$ cat config.mk
export PLATFORM = sky130hd
export DESIGN_NAME = sfrb_bank
export DESIGN_NICKNAME = d
export VERILOG_FILES = /design/src/sfrb_pkg.sv /design/src/sfrb_bank.sv
export SDC_FILE = /design/constraint.sdc
export NUM_CORES = 1
export LEC_CHECK = 0
export ABC_AREA = 1
export BUFFER_PORTS_ARGS = -buffer_cell sky130_fd_sc_hd__buf_2
export CAP_MARGIN = 20
export CORE_ASPECT_RATIO = 0.8
export CORE_UTILIZATION = 55
export CTS_CLUSTER_SIZE = 24
export DETAILED_ROUTE_END_ITERATION = 10
export GPL_ROUTABILITY_DRIVEN = 0
export PLACE_DENSITY = 0.76
export RECOVER_POWER = 50
export SYNTH_ARGS = -nofsm -noshare
export SYNTH_HDL_FRONTEND = slang
export SYNTH_SLANG_ARGS = --single-unit
$ cat constraint.sdc
create_clock -name clock -period 4.4 [get_ports clock]
set_clock_uncertainty 0.15 [all_clocks]
set_input_delay 0.22 -clock clock [delete_from_list [all_inputs] [get_ports clock]]
set_output_delay 0.22 -clock clock [all_outputs]
set_load 0.005 [all_outputs]
$ cat src/sfrb_pkg.sv
// constants, register indices and carrier types of the special-function register bank
package sfrb_pkg;

    // ****************************************
    // index widths and counts
    // ****************************************
    localparam int IDX_W = 10;
    localparam int TABLE_COUNT = 24;
    localparam int IRQ_W = 6;
    typedef logic [IDX_W-1:0] sfrb_idx_t;

    // ****************************************
    // register indices, byte address is four times the index
    // ****************************************
    localparam sfrb_idx_t IDX_STACK_POINTER = 10'h081;
    localparam sfrb_idx_t IDX_TIMER_RUN_CONTROL = 10'h088;
    localparam sfrb_idx_t IDX_TIMER_MODE_SELECT = 10'h089;
    localparam sfrb_idx_t IDX_TIMER0_COUNT_LOW = 10'h08A;
    localparam sfrb_idx_t IDX_TIMER1_COUNT_LOW = 10'h08B;
    localparam sfrb_idx_t IDX_TIMER0_COUNT_HIGH = 10'h08C;
    localparam sfrb_idx_t IDX_TIMER1_COUNT_HIGH = 10'h08D;
    localparam sfrb_idx_t IDX_TIMER_AUX_MODE = 10'h08F;
    localparam sfrb_idx_t IDX_RC_OSCILLATOR_TUNING = 10'h096;
    localparam sfrb_idx_t IDX_UART0_CONTROL = 10'h098;
    localparam sfrb_idx_t IDX_UART0_BUFFER = 10'h099;
    localparam sfrb_idx_t IDX_WATCHDOG_CONTROL = 10'h0A7;
    localparam sfrb_idx_t IDX_UART0_MATCH_ADDRESS = 10'h0A9;
    localparam sfrb_idx_t IDX_UART1_CONTROL = 10'h0B6;
    localparam sfrb_idx_t IDX_UART0_ADDRESS_MASK = 10'h0B9;
    localparam sfrb_idx_t IDX_UART0_EXTENDED_STATUS = 10'h0BA;
    localparam sfrb_idx_t IDX_WATCHDOG_RELOAD = 10'h0C1;
    localparam sfrb_idx_t IDX_WATCHDOG_SERVICE_FIRST = 10'h0C2;
    localparam sfrb_idx_t IDX_WATCHDOG_SERVICE_SECOND = 10'h0C3;
    localparam sfrb_idx_t IDX_RTC_CONTROL = 10'h0D1;
    localparam sfrb_idx_t IDX_RTC_COUNT_HIGH = 10'h0D2;
    localparam sfrb_idx_t IDX_RTC_COUNT_LOW = 10'h0D3;
    localparam sfrb_idx_t IDX_UART1_EXTENDED_STATUS = 10'h0D4;
    localparam sfrb_idx_t IDX_RESET_CAUSE_REGISTER = 10'h0DF;
    localparam sfrb_idx_t IDX_SPI_STATUS = 10'h0E1;
    localparam sfrb_idx_t IDX_SPI_CONTROL = 10'h0E2;
    localparam sfrb_idx_t IDX_SPI_SHIFT_DATA = 10'h0E3;
    localparam sfrb_idx_t IDX_IRQ_STATUS = 10'h100;
    localparam sfrb_idx_t IDX_IRQ_ENABLE = 10'h101;
    localparam sfrb_idx_t IDX_IRQ_CLEAR = 10'h102;
    localparam sfrb_idx_t IDX_BAUD_GEN0_CONTROL = 10'h103;
    localparam sfrb_idx_t IDX_BAUD_GEN0_RATE_LOW = 10'h104;
    localparam sfrb_idx_t IDX_BAUD_GEN0_RATE_HIGH = 10'h105;
    localparam sfrb_idx_t IDX_PORT_DRIVE = 10'h106;
    localparam sfrb_idx_t IDX_PORT_DATA = 10'h107;

    // ****************************************
    // reset values and field positions
    // ****************************************
    localparam logic [7:0] RST_ZERO = 8'h00;
    localparam logic [7:0] RST_STACK_POINTER = 8'h07;
    localparam logic [7:0] RST_RTC_CONTROL = 8'h60;
    localparam logic [7:0] RST_WATCHDOG_RELOAD = 8'hFF;
    localparam logic [7:0] RST_SPI_CONTROL = 8'h04;
    localparam logic [7:0] RST_WATCHDOG_CONTROL = 8'hE5;
    localparam logic [7:0] RST_RESET_CAUSE_POR = 8'h30;
    localparam int WATCHDOG_TIMEOUT_FLAG_BIT = 1;
    localparam int BAUD_GEN0_ENABLE_BIT = 0;
    localparam int IRQ_BAUD_REFUSED_BIT = 5;

    // ****************************************
    // plain storage table
    // ****************************************
    localparam sfrb_idx_t TABLE_INDEX [TABLE_COUNT] = '{
        IDX_STACK_POINTER, IDX_TIMER_RUN_CONTROL, IDX_TIMER_MODE_SELECT, IDX_TIMER0_COUNT_LOW,
        IDX_TIMER1_COUNT_LOW, IDX_TIMER0_COUNT_HIGH, IDX_TIMER1_COUNT_HIGH, IDX_TIMER_AUX_MODE,
        IDX_UART0_CONTROL, IDX_UART0_BUFFER, IDX_UART0_MATCH_ADDRESS, IDX_UART1_CONTROL,
        IDX_UART0_ADDRESS_MASK, IDX_UART0_EXTENDED_STATUS, IDX_WATCHDOG_RELOAD, IDX_WATCHDOG_SERVICE_FIRST,
        IDX_WATCHDOG_SERVICE_SECOND, IDX_RTC_CONTROL, IDX_RTC_COUNT_HIGH, IDX_RTC_COUNT_LOW,
        IDX_UART1_EXTENDED_STATUS, IDX_SPI_STATUS, IDX_SPI_CONTROL, IDX_SPI_SHIFT_DATA};
    localparam logic [7:0] TABLE_RESET [TABLE_COUNT] = '{
        RST_STACK_POINTER, RST_ZERO, RST_ZERO, RST_ZERO, RST_ZERO, RST_ZERO, RST_ZERO, RST_ZERO,
        RST_ZERO, RST_ZERO, RST_ZERO, RST_ZERO, RST_ZERO, RST_ZERO, RST_WATCHDOG_RELOAD, RST_ZERO,
        RST_ZERO, RST_RTC_CONTROL, RST_ZERO, RST_ZERO, RST_ZERO, RST_ZERO, RST_SPI_CONTROL, RST_ZERO};
    localparam logic TABLE_POR_ONLY [TABLE_COUNT] = '{
        1'b0, 1'b0, 1'b0, 1'b0, 1'b0, 1'b0, 1'b0, 1'b0, 1'b0, 1'b0, 1'b0, 1'b0,
        1'b0, 1'b0, 1'b0, 1'b0, 1'b0, 1'b1, 1'b1, 1'b1, 1'b0, 1'b0, 1'b0, 1'b0};

    // ****************************************
    // carrier types
    // ****************************************
    typedef struct packed {
        logic brownout;
        logic breakDetect;
        logic watchdog;
        logic software;
        logic external;
    } sfrb_reset_t;

    typedef struct packed {
        logic [7:0] watchdogControl;
        logic [7:0] oscTrim;
        logic baudGen0Enable;
        logic [15:0] baudGen0Rate;
    } sfrb_ctrl_t;

endpackage
$ cat src/sfrb_bank.sv
// special-function register bank with power-on and warm reset domains
`timescale 1ns/100ps
// ****************************************
// ****************************************
module sfrb_bank #(
    parameter logic [7:0] FACTORY_TRIM = 8'h00
) (
    // clock and power-on reset
    input wire logic clock,
    input wire logic resetn,
    // warm reset causes, one-cycle pulses from same-clock logic
    input wire sfrb_pkg::sfrb_reset_t warmReset,
    // ahb-lite slave
    input wire logic hsel,
    input wire logic [31:0] haddr,
    input wire logic [1:0] htrans,
    input wire logic hwrite,
    input wire logic [2:0] hsize,
    input wire logic [31:0] hwdata,
    input wire logic hready,
    output logic [31:0] hrdata,
    output logic hreadyout,
    output logic hresp,
    // settings towards the peripherals
    output sfrb_pkg::sfrb_ctrl_t control,
    // port pins
    output logic [7:0] portOut,
    output logic [7:0] portOe,
    // interrupt
    output logic irq
);
    import sfrb_pkg::*;

    // ****************************************
    // bus slave
    // ****************************************
    logic addrPhase;
    logic addrOk;
    logic wrPend_r;
    logic rdPend_r;
    logic accOk_r;
    sfrb_idx_t accIdx_r;
    logic [31:0] hrdata_r;
    logic hreadyout_r;
    logic hresp_r;
    logic [7:0] readByte;
    logic wrEn;
    logic [7:0] wrByte;
    logic warmAny;

    assign addrPhase = hsel & htrans[1] & hready;
    assign addrOk = (haddr[31:12] == 20'h00000) && (haddr[1:0] == 2'b00) && (hsize == 3'b010);
    assign wrEn = wrPend_r;
    assign wrByte = hwdata[7:0];
    // warm reset from any source except power-on
    assign warmAny = |warmReset;

    // reads take one wait state so a write just before is seen
    always_ff @(posedge clock or negedge resetn) begin
        if (!resetn) begin
            wrPend_r <= 1'b0;
            rdPend_r <= 1'b0;
            accOk_r <= 1'b0;
            accIdx_r <= '0;
            hreadyout_r <= 1'b1;
            hrdata_r <= 32'h00000000;
            hresp_r <= 1'b0;
        end else begin
            wrPend_r <= addrPhase & hwrite & addrOk;
            rdPend_r <= addrPhase & ~hwrite;
            hresp_r <= 1'b0;
            if (addrPhase) begin
                accIdx_r <= haddr[11:2];
                accOk_r <= addrOk;
            end
            if (addrPhase & ~hwrite) begin
                hreadyout_r <= 1'b0;
            end else begin
                hreadyout_r <= 1'b1;
            end
            if (rdPend_r) begin
                hrdata_r <= accOk_r ? {24'h000000, readByte} : 32'h00000000;
            end
        end
    end

    assign hrdata = hrdata_r;
    assign hreadyout = hreadyout_r;
    assign hresp = hresp_r;

    // ****************************************
    // plain storage registers
    // ****************************************
    logic [7:0] tableReg_r [TABLE_COUNT];

    for (genvar i = 0; i < TABLE_COUNT; i++) begin : g_table
        always_ff @(posedge clock or negedge resetn) begin
            if (!resetn) begin
                tableReg_r[i] <= TABLE_RESET[i];
            end else if (warmAny && !TABLE_POR_ONLY[i]) begin
                // rtc registers skip this branch
                tableReg_r[i] <= TABLE_RESET[i];
            end else if (wrEn && accIdx_r == TABLE_INDEX[i]) begin
                tableReg_r[i] <= wrByte;
            end
        end
    end

    // ****************************************
    // oscillator trim, power-on only
    // ****************************************
    logic [7:0] trim_r;

    always_ff @(posedge clock or negedge resetn) begin
        if (!resetn) begin
            trim_r <= FACTORY_TRIM;
        end else if (wrEn && accIdx_r == IDX_RC_OSCILLATOR_TUNING) begin
            // warm resets never reach here, so the trimmed value survives them
            trim_r <= wrByte;
        end
    end

    // ****************************************
    // watchdog control
    // ****************************************
    logic [7:0] wdControl_r;
    logic [7:0] wdControl_nxt;

    always_comb begin
        wdControl_nxt = wdControl_r;
        if (wrEn && accIdx_r == IDX_WATCHDOG_CONTROL) begin
            wdControl_nxt = wrByte;
        end
        // a watchdog reset in the same cycle as a write still leaves the flag set
        if (warmReset.watchdog) begin
            wdControl_nxt[WATCHDOG_TIMEOUT_FLAG_BIT] = 1'b1;
        end
    end

    always_ff @(posedge clock or negedge resetn) begin
        if (!resetn) begin
            wdControl_r <= RST_WATCHDOG_CONTROL;
        end else begin
            wdControl_r <= wdControl_nxt;
        end
    end

    // ****************************************
    // reset cause register
    // ****************************************
    logic [7:0] cause_r;
    logic [7:0] causeSet;
    logic [7:0] causeClr;

    assign causeSet = {2'b00, warmReset.brownout, 1'b0, warmReset.breakDetect,
                       warmReset.watchdog, warmReset.software, warmReset.external};
    assign causeClr = (wrEn && accIdx_r == IDX_RESET_CAUSE_REGISTER) ? wrByte : 8'h00;

    always_ff @(posedge clock or negedge resetn) begin
        if (!resetn) begin
            cause_r <= RST_RESET_CAUSE_POR;
        end else begin
            // set wins over a clear in the same cycle
            cause_r <= ((cause_r & ~causeClr) | causeSet) & 8'h3F;
        end
    end

    // ****************************************
    // baud generator 0
    // ****************************************
    logic baudEnable_r;
    logic [7:0] baudRateLow_r;
    logic [7:0] baudRateHigh_r;
    logic baudRateWrite;
    logic baudRefused;

    assign baudRateWrite = wrEn && (accIdx_r == IDX_BAUD_GEN0_RATE_LOW || accIdx_r == IDX_BAUD_GEN0_RATE_HIGH);
    // a rate write while running would glitch the divider, so it is dropped
    assign baudRefused = baudRateWrite & baudEnable_r;

    always_ff @(posedge clock or negedge resetn) begin
        if (!resetn) begin
            baudEnable_r <= 1'b0;
            baudRateLow_r <= RST_ZERO;
            baudRateHigh_r <= RST_ZERO;
        end else if (warmAny) begin
            baudEnable_r <= 1'b0;
            baudRateLow_r <= RST_ZERO;
            baudRateHigh_r <= RST_ZERO;
        end else begin
            if (wrEn && accIdx_r == IDX_BAUD_GEN0_CONTROL) begin
                baudEnable_r <= wrByte[BAUD_GEN0_ENABLE_BIT];
            end
            if (!baudRefused && wrEn && accIdx_r == IDX_BAUD_GEN0_RATE_LOW) begin
                baudRateLow_r <= wrByte;
            end
            if (!baudRefused && wrEn && accIdx_r == IDX_BAUD_GEN0_RATE_HIGH) begin
                baudRateHigh_r <= wrByte;
            end
        end
    end

    // ****************************************
    // port drive
    // ****************************************
    logic [7:0] portDrive_r;
    logic [7:0] portData_r;

    always_ff @(posedge clock or negedge resetn) begin
        if (!resetn) begin
            portDrive_r <= RST_ZERO;
            portData_r <= RST_ZERO;
        end else if (warmAny) begin
            portDrive_r <= RST_ZERO;
            portData_r <= RST_ZERO;
        end else begin
            if (wrEn && accIdx_r == IDX_PORT_DRIVE) begin
                portDrive_r <= wrByte;
            end
            if (wrEn && accIdx_r == IDX_PORT_DATA) begin
                portData_r <= wrByte;
            end
        end
    end

    assign portOe = portDrive_r;
    assign portOut = portData_r;

    // ****************************************
    // interrupts
    // ****************************************
    logic [IRQ_W-1:0] irqStatus_r;
    logic [IRQ_W-1:0] irqStatus_nxt;
    logic [IRQ_W-1:0] irqEnable_r;
    logic [IRQ_W-1:0] irqEvents;
    logic [IRQ_W-1:0] irqClr;
    logic irq_r;

    assign irqEvents = {baudRefused, warmReset};
    assign irqClr = (wrEn && accIdx_r == IDX_IRQ_CLEAR) ? wrByte[IRQ_W-1:0] : '0;
    // set wins over a clear in the same cycle
    assign irqStatus_nxt = (irqStatus_r & ~irqClr) | irqEvents;

    // status and enable live in the power-on domain so a warm reset cause is still visible
    always_ff @(posedge clock or negedge resetn) begin
        if (!resetn) begin
            irqStatus_r <= '0;
            irqEnable_r <= '0;
            irq_r <= 1'b0;
        end else begin
            irqStatus_r <= irqStatus_nxt;
            if (wrEn && accIdx_r == IDX_IRQ_ENABLE) begin
                irqEnable_r <= wrByte[IRQ_W-1:0];
            end
            irq_r <= |(irqStatus_nxt & irqEnable_r);
        end
    end

    assign irq = irq_r;

    // ****************************************
    // read mux and peripheral settings
    // ****************************************
    always_comb begin
        readByte = 8'h00;
        for (int k = 0; k < TABLE_COUNT; k++) begin
            if (accIdx_r == TABLE_INDEX[k]) begin
                readByte = tableReg_r[k];
            end
        end
        unique case (accIdx_r)
            IDX_RC_OSCILLATOR_TUNING: readByte = trim_r;
            IDX_WATCHDOG_CONTROL: readByte = wdControl_r;
            IDX_RESET_CAUSE_REGISTER: readByte = cause_r;
            IDX_IRQ_STATUS: readByte = {2'b00, irqStatus_r};
            IDX_IRQ_ENABLE: readByte = {2'b00, irqEnable_r};
            IDX_BAUD_GEN0_CONTROL: readByte = {7'h00, baudEnable_r};
            IDX_BAUD_GEN0_RATE_LOW: readByte = baudRateLow_r;
            IDX_BAUD_GEN0_RATE_HIGH: readByte = baudRateHigh_r;
            IDX_PORT_DRIVE: readByte = portDrive_r;
            IDX_PORT_DATA: readByte = portData_r;
            default: begin
            end
        endcase
    end

    assign control.watchdogControl = wdControl_r;
    assign control.oscTrim = trim_r;
    assign control.baudGen0Enable = baudEnable_r;
    assign control.baudGen0Rate = {baudRateHigh_r, baudRateLow_r};

endmodule

==> flow_summary.ini, run 1 <==
[clocking]
cts_root_buf = clkbuf_16
clk_pin_slew_worst_paths_ns = 0.06
clock_latency_ns = 0.55
cts_tree = built
cts_buffer_depth = 3
numCtsBuffers = 27
cts.sinks = 282
h-tree-depth = 1

[min_path]
hp-start = haddr[10]
min_delay_path_depth = 4
holdPathEnd = accIdx_r[8]$_DFFE_PN0P_
min_path_type = primary input to flop

[floorplan]
core_area_um2 = 23500
dieArea_um2 = 24600
die_x_um = 175
ios = 163
start_util_pct = 56.2
die_height_um = 140
num_rows = 50

[finish]
area_delta_synth_final_pct = 14.4
drive_above_1_share_pct = 11.5
fin_cells = 2075
fin_util_pct = 64.3
final_net_count = 1821
diodes = 0

[synth]
ys_ff_latch = 282
postSynthAreaPerCell_um2 = 8.15
synth_warnings = 0
yosysSeqAreaShare_pct = 53.7
synth_top_family_by_area = simple AND/OR/NAND/NOR gates
synthAdderAreaFrac_pct = 0
synth_mux_area_share_pct = 0
synth-xor-area-share_pct = 0
synthCells = 1618
syn_area_um2 = 13200
synth-compound-area-share_pct = 14.8
synth_cell_types = 41
synthSimpleGateAreaFrac_pct = 23.9

[global_route]
grt_pass1_vias = 10942
gr-total-overflow = 0
grt_max_degree = 117
grt_pass1_wl_mm = 61.0
antenna_found_initial = 1
grt_use_total_pct = 32.0

[worst_setup_path]
critPathRequiredTime_ns = 4.69
crit_type = flop to flop
r2r_end = hrdata[6]$_DFFE_PN0P_
worstSetupStartpointType = flop
critPathArrivalTime_ns = 3.76
critPathCaptureType = flop
reg2reg_slack_ns = 0.93
r2r_start = accIdx_r[3]$_DFFE_PN0P_
r2r_cells = 19
crit_path_max_fanout = 10
worstSetupStartpoint = accIdx_r[3]$_DFFE_PN0P_

[power]
power.leakage_nw = 7.20
vdd_drop_max_uv = 278
switching_share_pct = 24.1
power_frac_seq_pct = 49.1
p_per_area_nw_per_um2 = 360
p_comb_share_pct = 6.5
p_sw_mw = 1.31
finalPower_mw = 5.42
clkPwrFrac_pct = 44.4
power.internal_mw = 4.11

[route]
drt_iter0_drc = 1467
antenna_left = 0
route.detailed.drc = 0
wl_per_cell_um = 18.6
avgViaCountPerCell = 5.72
wirelength_mm = 38.7
vias = 11876
first_pass_iters = 6

[timing]
timing.final.crit_period_ns = 3.47
tightest_slew_ns = 2.93
clock.fmax_ghz = 0.288
slew_headroom_pct = -95.4
fin_crit_sh_pct = 78.9
setup_violations = 0
final_hold_viol_count = 0
fin_setup_tns_ns = 0
rsz0062_at_grt = no
hold-worst-slack_ns = 0.271
slew_violations = 116

[flow_run]
maxCapViolCount = 1

[run_status]
violations = capacitance limit, slew limit
status = finished with violations

[placement]
dpl.hpwl_mm = 26.2
place_inst = 1989
portBuffers = 112
## cells in the mapped netlist (all sizes together)
cell type / instances / share of area, %
nand2: 493 / 14
o21ai: 283 / 11
dfrtp: 260 / 49
inv: 144 / 4.1
nor2: 136 / 4.6
a21oi: 50 / 1.9
clkbuf: 45 / 1.3
nand3: 42 / 1.7
buf: 40 / 2.1
nand4: 36 / 1.7
dfstp: 22 / 4.4
nor3: 16 / 0.82
a22o: 12 / 0.80
a221oi: 11 / 0.73
a41oi: 7 / 0.47
nor4: 6 / 0.28
nand3b: 5 / 0.28
and3: 2 / 0.095
or2: 2 / 0.095
a31oi: 1 / 0.047
clkinv: 1 / 0.028
conb: 1 / 0.028
nor3b: 1 / 0.057
o22ai: 1 / 0.047
o31ai: 1 / 0.057
## state kept, by name (all words and copies together), names as in the netlist
| register | count |
|---|---|
| wrEn | 1 |
| accIdx_r | 10 |
| rdPend_r | 1 |
| tableReg_r | 192 |
| cause_r | 6 |
| baudEnable_r | 1 |
| portOut | 8 |
| hreadyout | 1 |
| irq | 1 |
| irqEnable_r | 6 |
| hrdata | 8 |
| baudRateLow_r | 8 |
| accOk_r | 1 |
| baudRateHigh_r | 8 |
| wdControl_r | 8 |
| irqStatus_r | 6 |
| portOe | 8 |
| trim_r | 8 |
## power by group through the flow
stage	clock, mW	sequential, mW	combinational (mW)
final	2.41	2.66	0.350
after global routing	2.53	2.67	0.390
after CTS	2.42	2.66	0.347
after detailed placement	0	2.71	0.319
after global placement	0	2.71	0.313
after floorplan	0	2.70	0.188
## per-stage QoR
step,setup slack [ns],cell area (um2)
2_1_floorplan,2.16,13300
3_3_place_gp,1.12,13900
3_5_place_dp,1.08,13900
4_1_cts,1.07,15100
5_1_grt,0.718,15100
6_report,0.928,15100
## layout make-up
cell class | count | area [um2]
Tap cell | 312 | 390
Clock inverter | 13 | 146
Fill cell | 1981 | 8380
Multi-Input combinational cell | 1130 | 5200
Timing Repair Buffer | 156 | 957
Clock buffer | 37 | 763
Inverter | 145 | 544
Sequential cell | 282 | 7080
## layout by cell type, fill, tap and decap left out, drive strengths merged
cell type and count:
a21oi 50, a221oi 11, a22o 12, a31oi 1, a41oi 7, and3 2, buf 96, bufinv 3
clkbuf 63, clkinv 9, clkinvlp 1, conb 25, dfrtp 260, dfstp 22, dlygate4sd3 34, inv 145
nand2 493, nand3 42, nand3b 5, nand4 36, nor2 136, nor3 16, nor3b 1, nor4 6
o21ai 283, o22ai 1, o31ai 1, or2 2
## worst max-delay path: stages, from the launching register on
cell and delay, ns:
dfrtp_1 0.51, nor2_2 0.13, nand3_2 0.28, nor2_2 0.17, nand2_1 0.09, nand2_1 0.05, nor2_1 0.17, nand3_1 0.13
nand2_1 0.08, nand4_1 0.09, nor2_1 0.16, nand4_1 0.21, nor2_1 0.17, nand4_1 0.12, nor2_1 0.10, nand4_1 0.33
nor2_1 0.19, nand3_1 0.10, nand2_1 0.07, nand2_1 0.05
## routing by layer
layer,vias up,routed length (um),global-route usage [%]
li1,5478,-,-
met4,2,771,7.23
met1,5687,17000,48.3
met5,-,9,0
met3,71,4480,9.31
met2,638,16500,45.6
## worst max path at each step
| stage | end |
|---|---|
| after floorplan | hrdata[7]$_DFFE_PN0P_ |
| after global placement | hrdata[5]$_DFFE_PN0P_ |
| after detailed placement | hrdata[5]$_DFFE_PN0P_ |
| after CTS | hrdata[5]$_DFFE_PN0P_ |
| after global routing | hrdata[5]$_DFFE_PN0P_ |
| final | hrdata[6]$_DFFE_PN0P_ |
## cells by family after synthesis
family | after synthesis
AND/OR/NAND/NOR | 739
buffers and inverters | 230
AO/OA/AOI/OAI | 366
flip-flops | 282
other | 1
## repair_timing
item | in CTS | in global routing
buffers inserted | 0 | 0
resized for setup | 0 | 0
hold endpoints to repair | 152 | 0
hold buffers | 34 | 0
No activity file was read; power rests on OpenSTA's default activity.
==> run 2: changes to the inputs <==
==> constraint.sdc (replaced) <==
create_clock -name clock -period 3.29 [get_ports clock]
set_clock_uncertainty 0.15 [all_clocks]
set_input_delay 0.1645 -clock clock [delete_from_list [all_inputs] [get_ports clock]]
set_output_delay 0.1645 -clock clock [all_outputs]
set_load 0.005 [all_outputs]
==> flow_summary.ini, run 2 (synthesis results as in run 1) <==
[power]
power_frac_seq_pct = 49.0
p_comb_share_pct = 7.3
vdd_drop_max_uv = 441
p_sw_mw = 1.75
finalPower_mw = 7.28
power.internal_mw = 5.52
p_per_area_nw_per_um2 = 469
switching_share_pct = 24.1
clkPwrFrac_pct = 43.7
power.leakage_nw = 7.48

[worst_setup_path]
critPathRequiredTime_ns = 3.58
critPathArrivalTime_ns = 3.53
worstSetupStartpoint = accIdx_r[7]$_DFFE_PN0P_
critPathCaptureType = flop
critPathSlowestCell = dfrtp_2
max_stage_delay_ns = 0.46
r2r_start = accIdx_r[7]$_DFFE_PN0P_
r2r_end = hrdata[6]$_DFFE_PN0P_
reg2reg_slack_ns = 0.05
crit_family = simple AND/OR/NAND/NOR gates
r2r_cells = 20
worstSetupStartpointType = flop
path_cells = nand2_2, nor2_8, buf_6, buf_6, nand3_1, nand2_1, nor2_2, nand3_2, nand2_1, nand4_1, nor2_2, nand4_1, nor2_2, nand4_1, nor2_1, nand4_1, nor2_1, nand3_1, nand2_1, nand2_1
crit_type = flop to flop
cp_num_buf_inv = 2
crit_path_max_fanout = 9

[clocking]
clock_latency_ns = 0.55
cts_tree = built
h-tree-depth = 1
cts_root_buf = clkbuf_16
cts_buffer_depth = 3
numCtsBuffers = 28
cts.sinks = 282
clk_pin_slew_worst_paths_ns = 0.06

[finish]
largest_register = tableReg_r
largest_register_ffs = 192
final_net_count = 1870
drive_above_1_share_pct = 15.2
fin_cells = 2125
nFillCells = 1967
diodes = 0
final_cell_mix = nand2_1, o21ai_0, dfrtp_1
fin_util_pct = 66.2
final_common_cell = nand2_1
final_area_um2 = 15500
area_delta_synth_final_pct = 17.8
reg_top3 = tableReg_r x192, accIdx_r x10

[timing]
setup_violations = 0
fin_crit_sh_pct = 98.4
finalWorstSetupSlack_ns = 0.0533
rsz0062_at_grt = yes
final_hold_viol_count = 0
slew_violations = 102
clock.fmax_ghz = 0.309
tightest_slew_ns = 2.61
timing.final.crit_period_ns = 3.24
slew_headroom_pct = -73.8

[floorplan]
core_area_um2 = 23500
num_rows = 50
die_height_um = 140
die_x_um = 175
ios = 163
start_util_pct = 56.2
dieArea_um2 = 24600

[placement]
post-place-ws_ns = 0.135
placed_cell_area_um2 = 14100
portBuffers = 112
dpl.hpwl_mm = 26.8
place_inst = 2021

[min_path]
hp-start = haddr[10]
min_path_type = primary input to flop
min_delay_path_depth = 4
holdPathEnd = accIdx_r[8]$_DFFE_PN0P_

[route]
first_pass_iters = 5
wirelength_mm = 39.3
antenna_left = 0
wl_per_cell_um = 18.5
route.detailed.drc = 0
drt_iter0_drc = 1570
avgViaCountPerCell = 5.66
vias = 12023

[global_route]
top_usage_layer = met1
antenna_found_initial = 0
gr-total-overflow = 0
met2_usage_pct = 44.8
grt_use_met3_pct = 10.3
grt_use_total_pct = 32.2
met1_usage_pct = 48.4
grt_pass1_wl_mm = 61.1
grt_max_degree = 103
grt_pass1_vias = 11089

[run_status]
status = finished with violations
violations = capacitance limit, slew limit

[flow_run]
maxCapViolCount = 1
-- run 2: cell types whose count changed in the layout (fill, tap and decap cells not counted), moves of 4 or more --
cell	before	now
nand2_1	487	483
nand2_2	4	8
buf_4	9	52
dfstp_1	4	0
nor2_2	14	21
clkinv_2	8	4
buf_6	0	4
nor2_1	117	107
buf_2	86	92
dfstp_2	18	22
-- run 2: final cells by class --
class | instances | area, um2 | area share [%]
Clock inverter | 6 | 57.6 | 0.371
Tap cell | 312 | 390 | 2.51
Timing Repair Buffer | 204 | 1340 | 8.64
Sequential cell | 282 | 7090 | 45.6
Clock buffer | 46 | 850 | 5.47
Multi-Input combinational cell | 1130 | 5260 | 33.9
Inverter | 145 | 544 | 3.50
-- run 2: worst max path at each step --
stage,cells past startpoint,to,slack (ns)
after floorplan,21,hrdata[7]$_DFFE_PN0P_,1.05
after global placement,16,hrdata[6]$_DFFE_PN0P_,0.18
after detailed placement,20,hrdata[5]$_DFFE_PN0P_,0.13
after CTS,16,hrdata[6]$_DFFE_PN0P_,0.13
after global routing,17,hrdata[6]$_DFFE_PN0P_,-0.03
final,20,hrdata[6]$_DFFE_PN0P_,0.05
-- run 2: power by group through the flow --
stage / logic, mW / clock network, mW / registers, mW
after floorplan: 0.251 / 0 / 3.61
after global placement: 0.444 / 0 / 3.62
after detailed placement: 0.453 / 0 / 3.63
after CTS: 0.488 / 3.20 / 3.56
after global routing: 0.583 / 3.34 / 3.57
final: 0.535 / 3.18 / 3.56
-- run 2: tightest hold or removal path: stages --
cell,delay (ns)
dlygate4sd3_1,0.52
buf_2,0.10
nand2_1,0.05
o21ai_0,0.07
-- run 2: timing repair --
item / in CTS / in global routing
hold endpoints to repair: 169 / 0
endpoints found under the setup margin: 0 / 8
setup buffers: 0 / 15
hold buffers: 35 / 0
gates resized for setup: 0 / 28
-- run 2: metrics by stage --
stage	hold slack (ns)	TNS, ns
2_1_floorplan	-0.281	0
3_3_place_gp	0.130	0
3_5_place_dp	0.127	0
4_1_cts	0.156	0
5_1_grt	0.251	-0.0387
6_report	0.237	0
-- run 2: per-layer routing --
layer,wire length [um],up-vias
met5,96,-
met4,745,2
met3,5000,66
met1,17000,5723
li1,-,5576
met2,16500,656
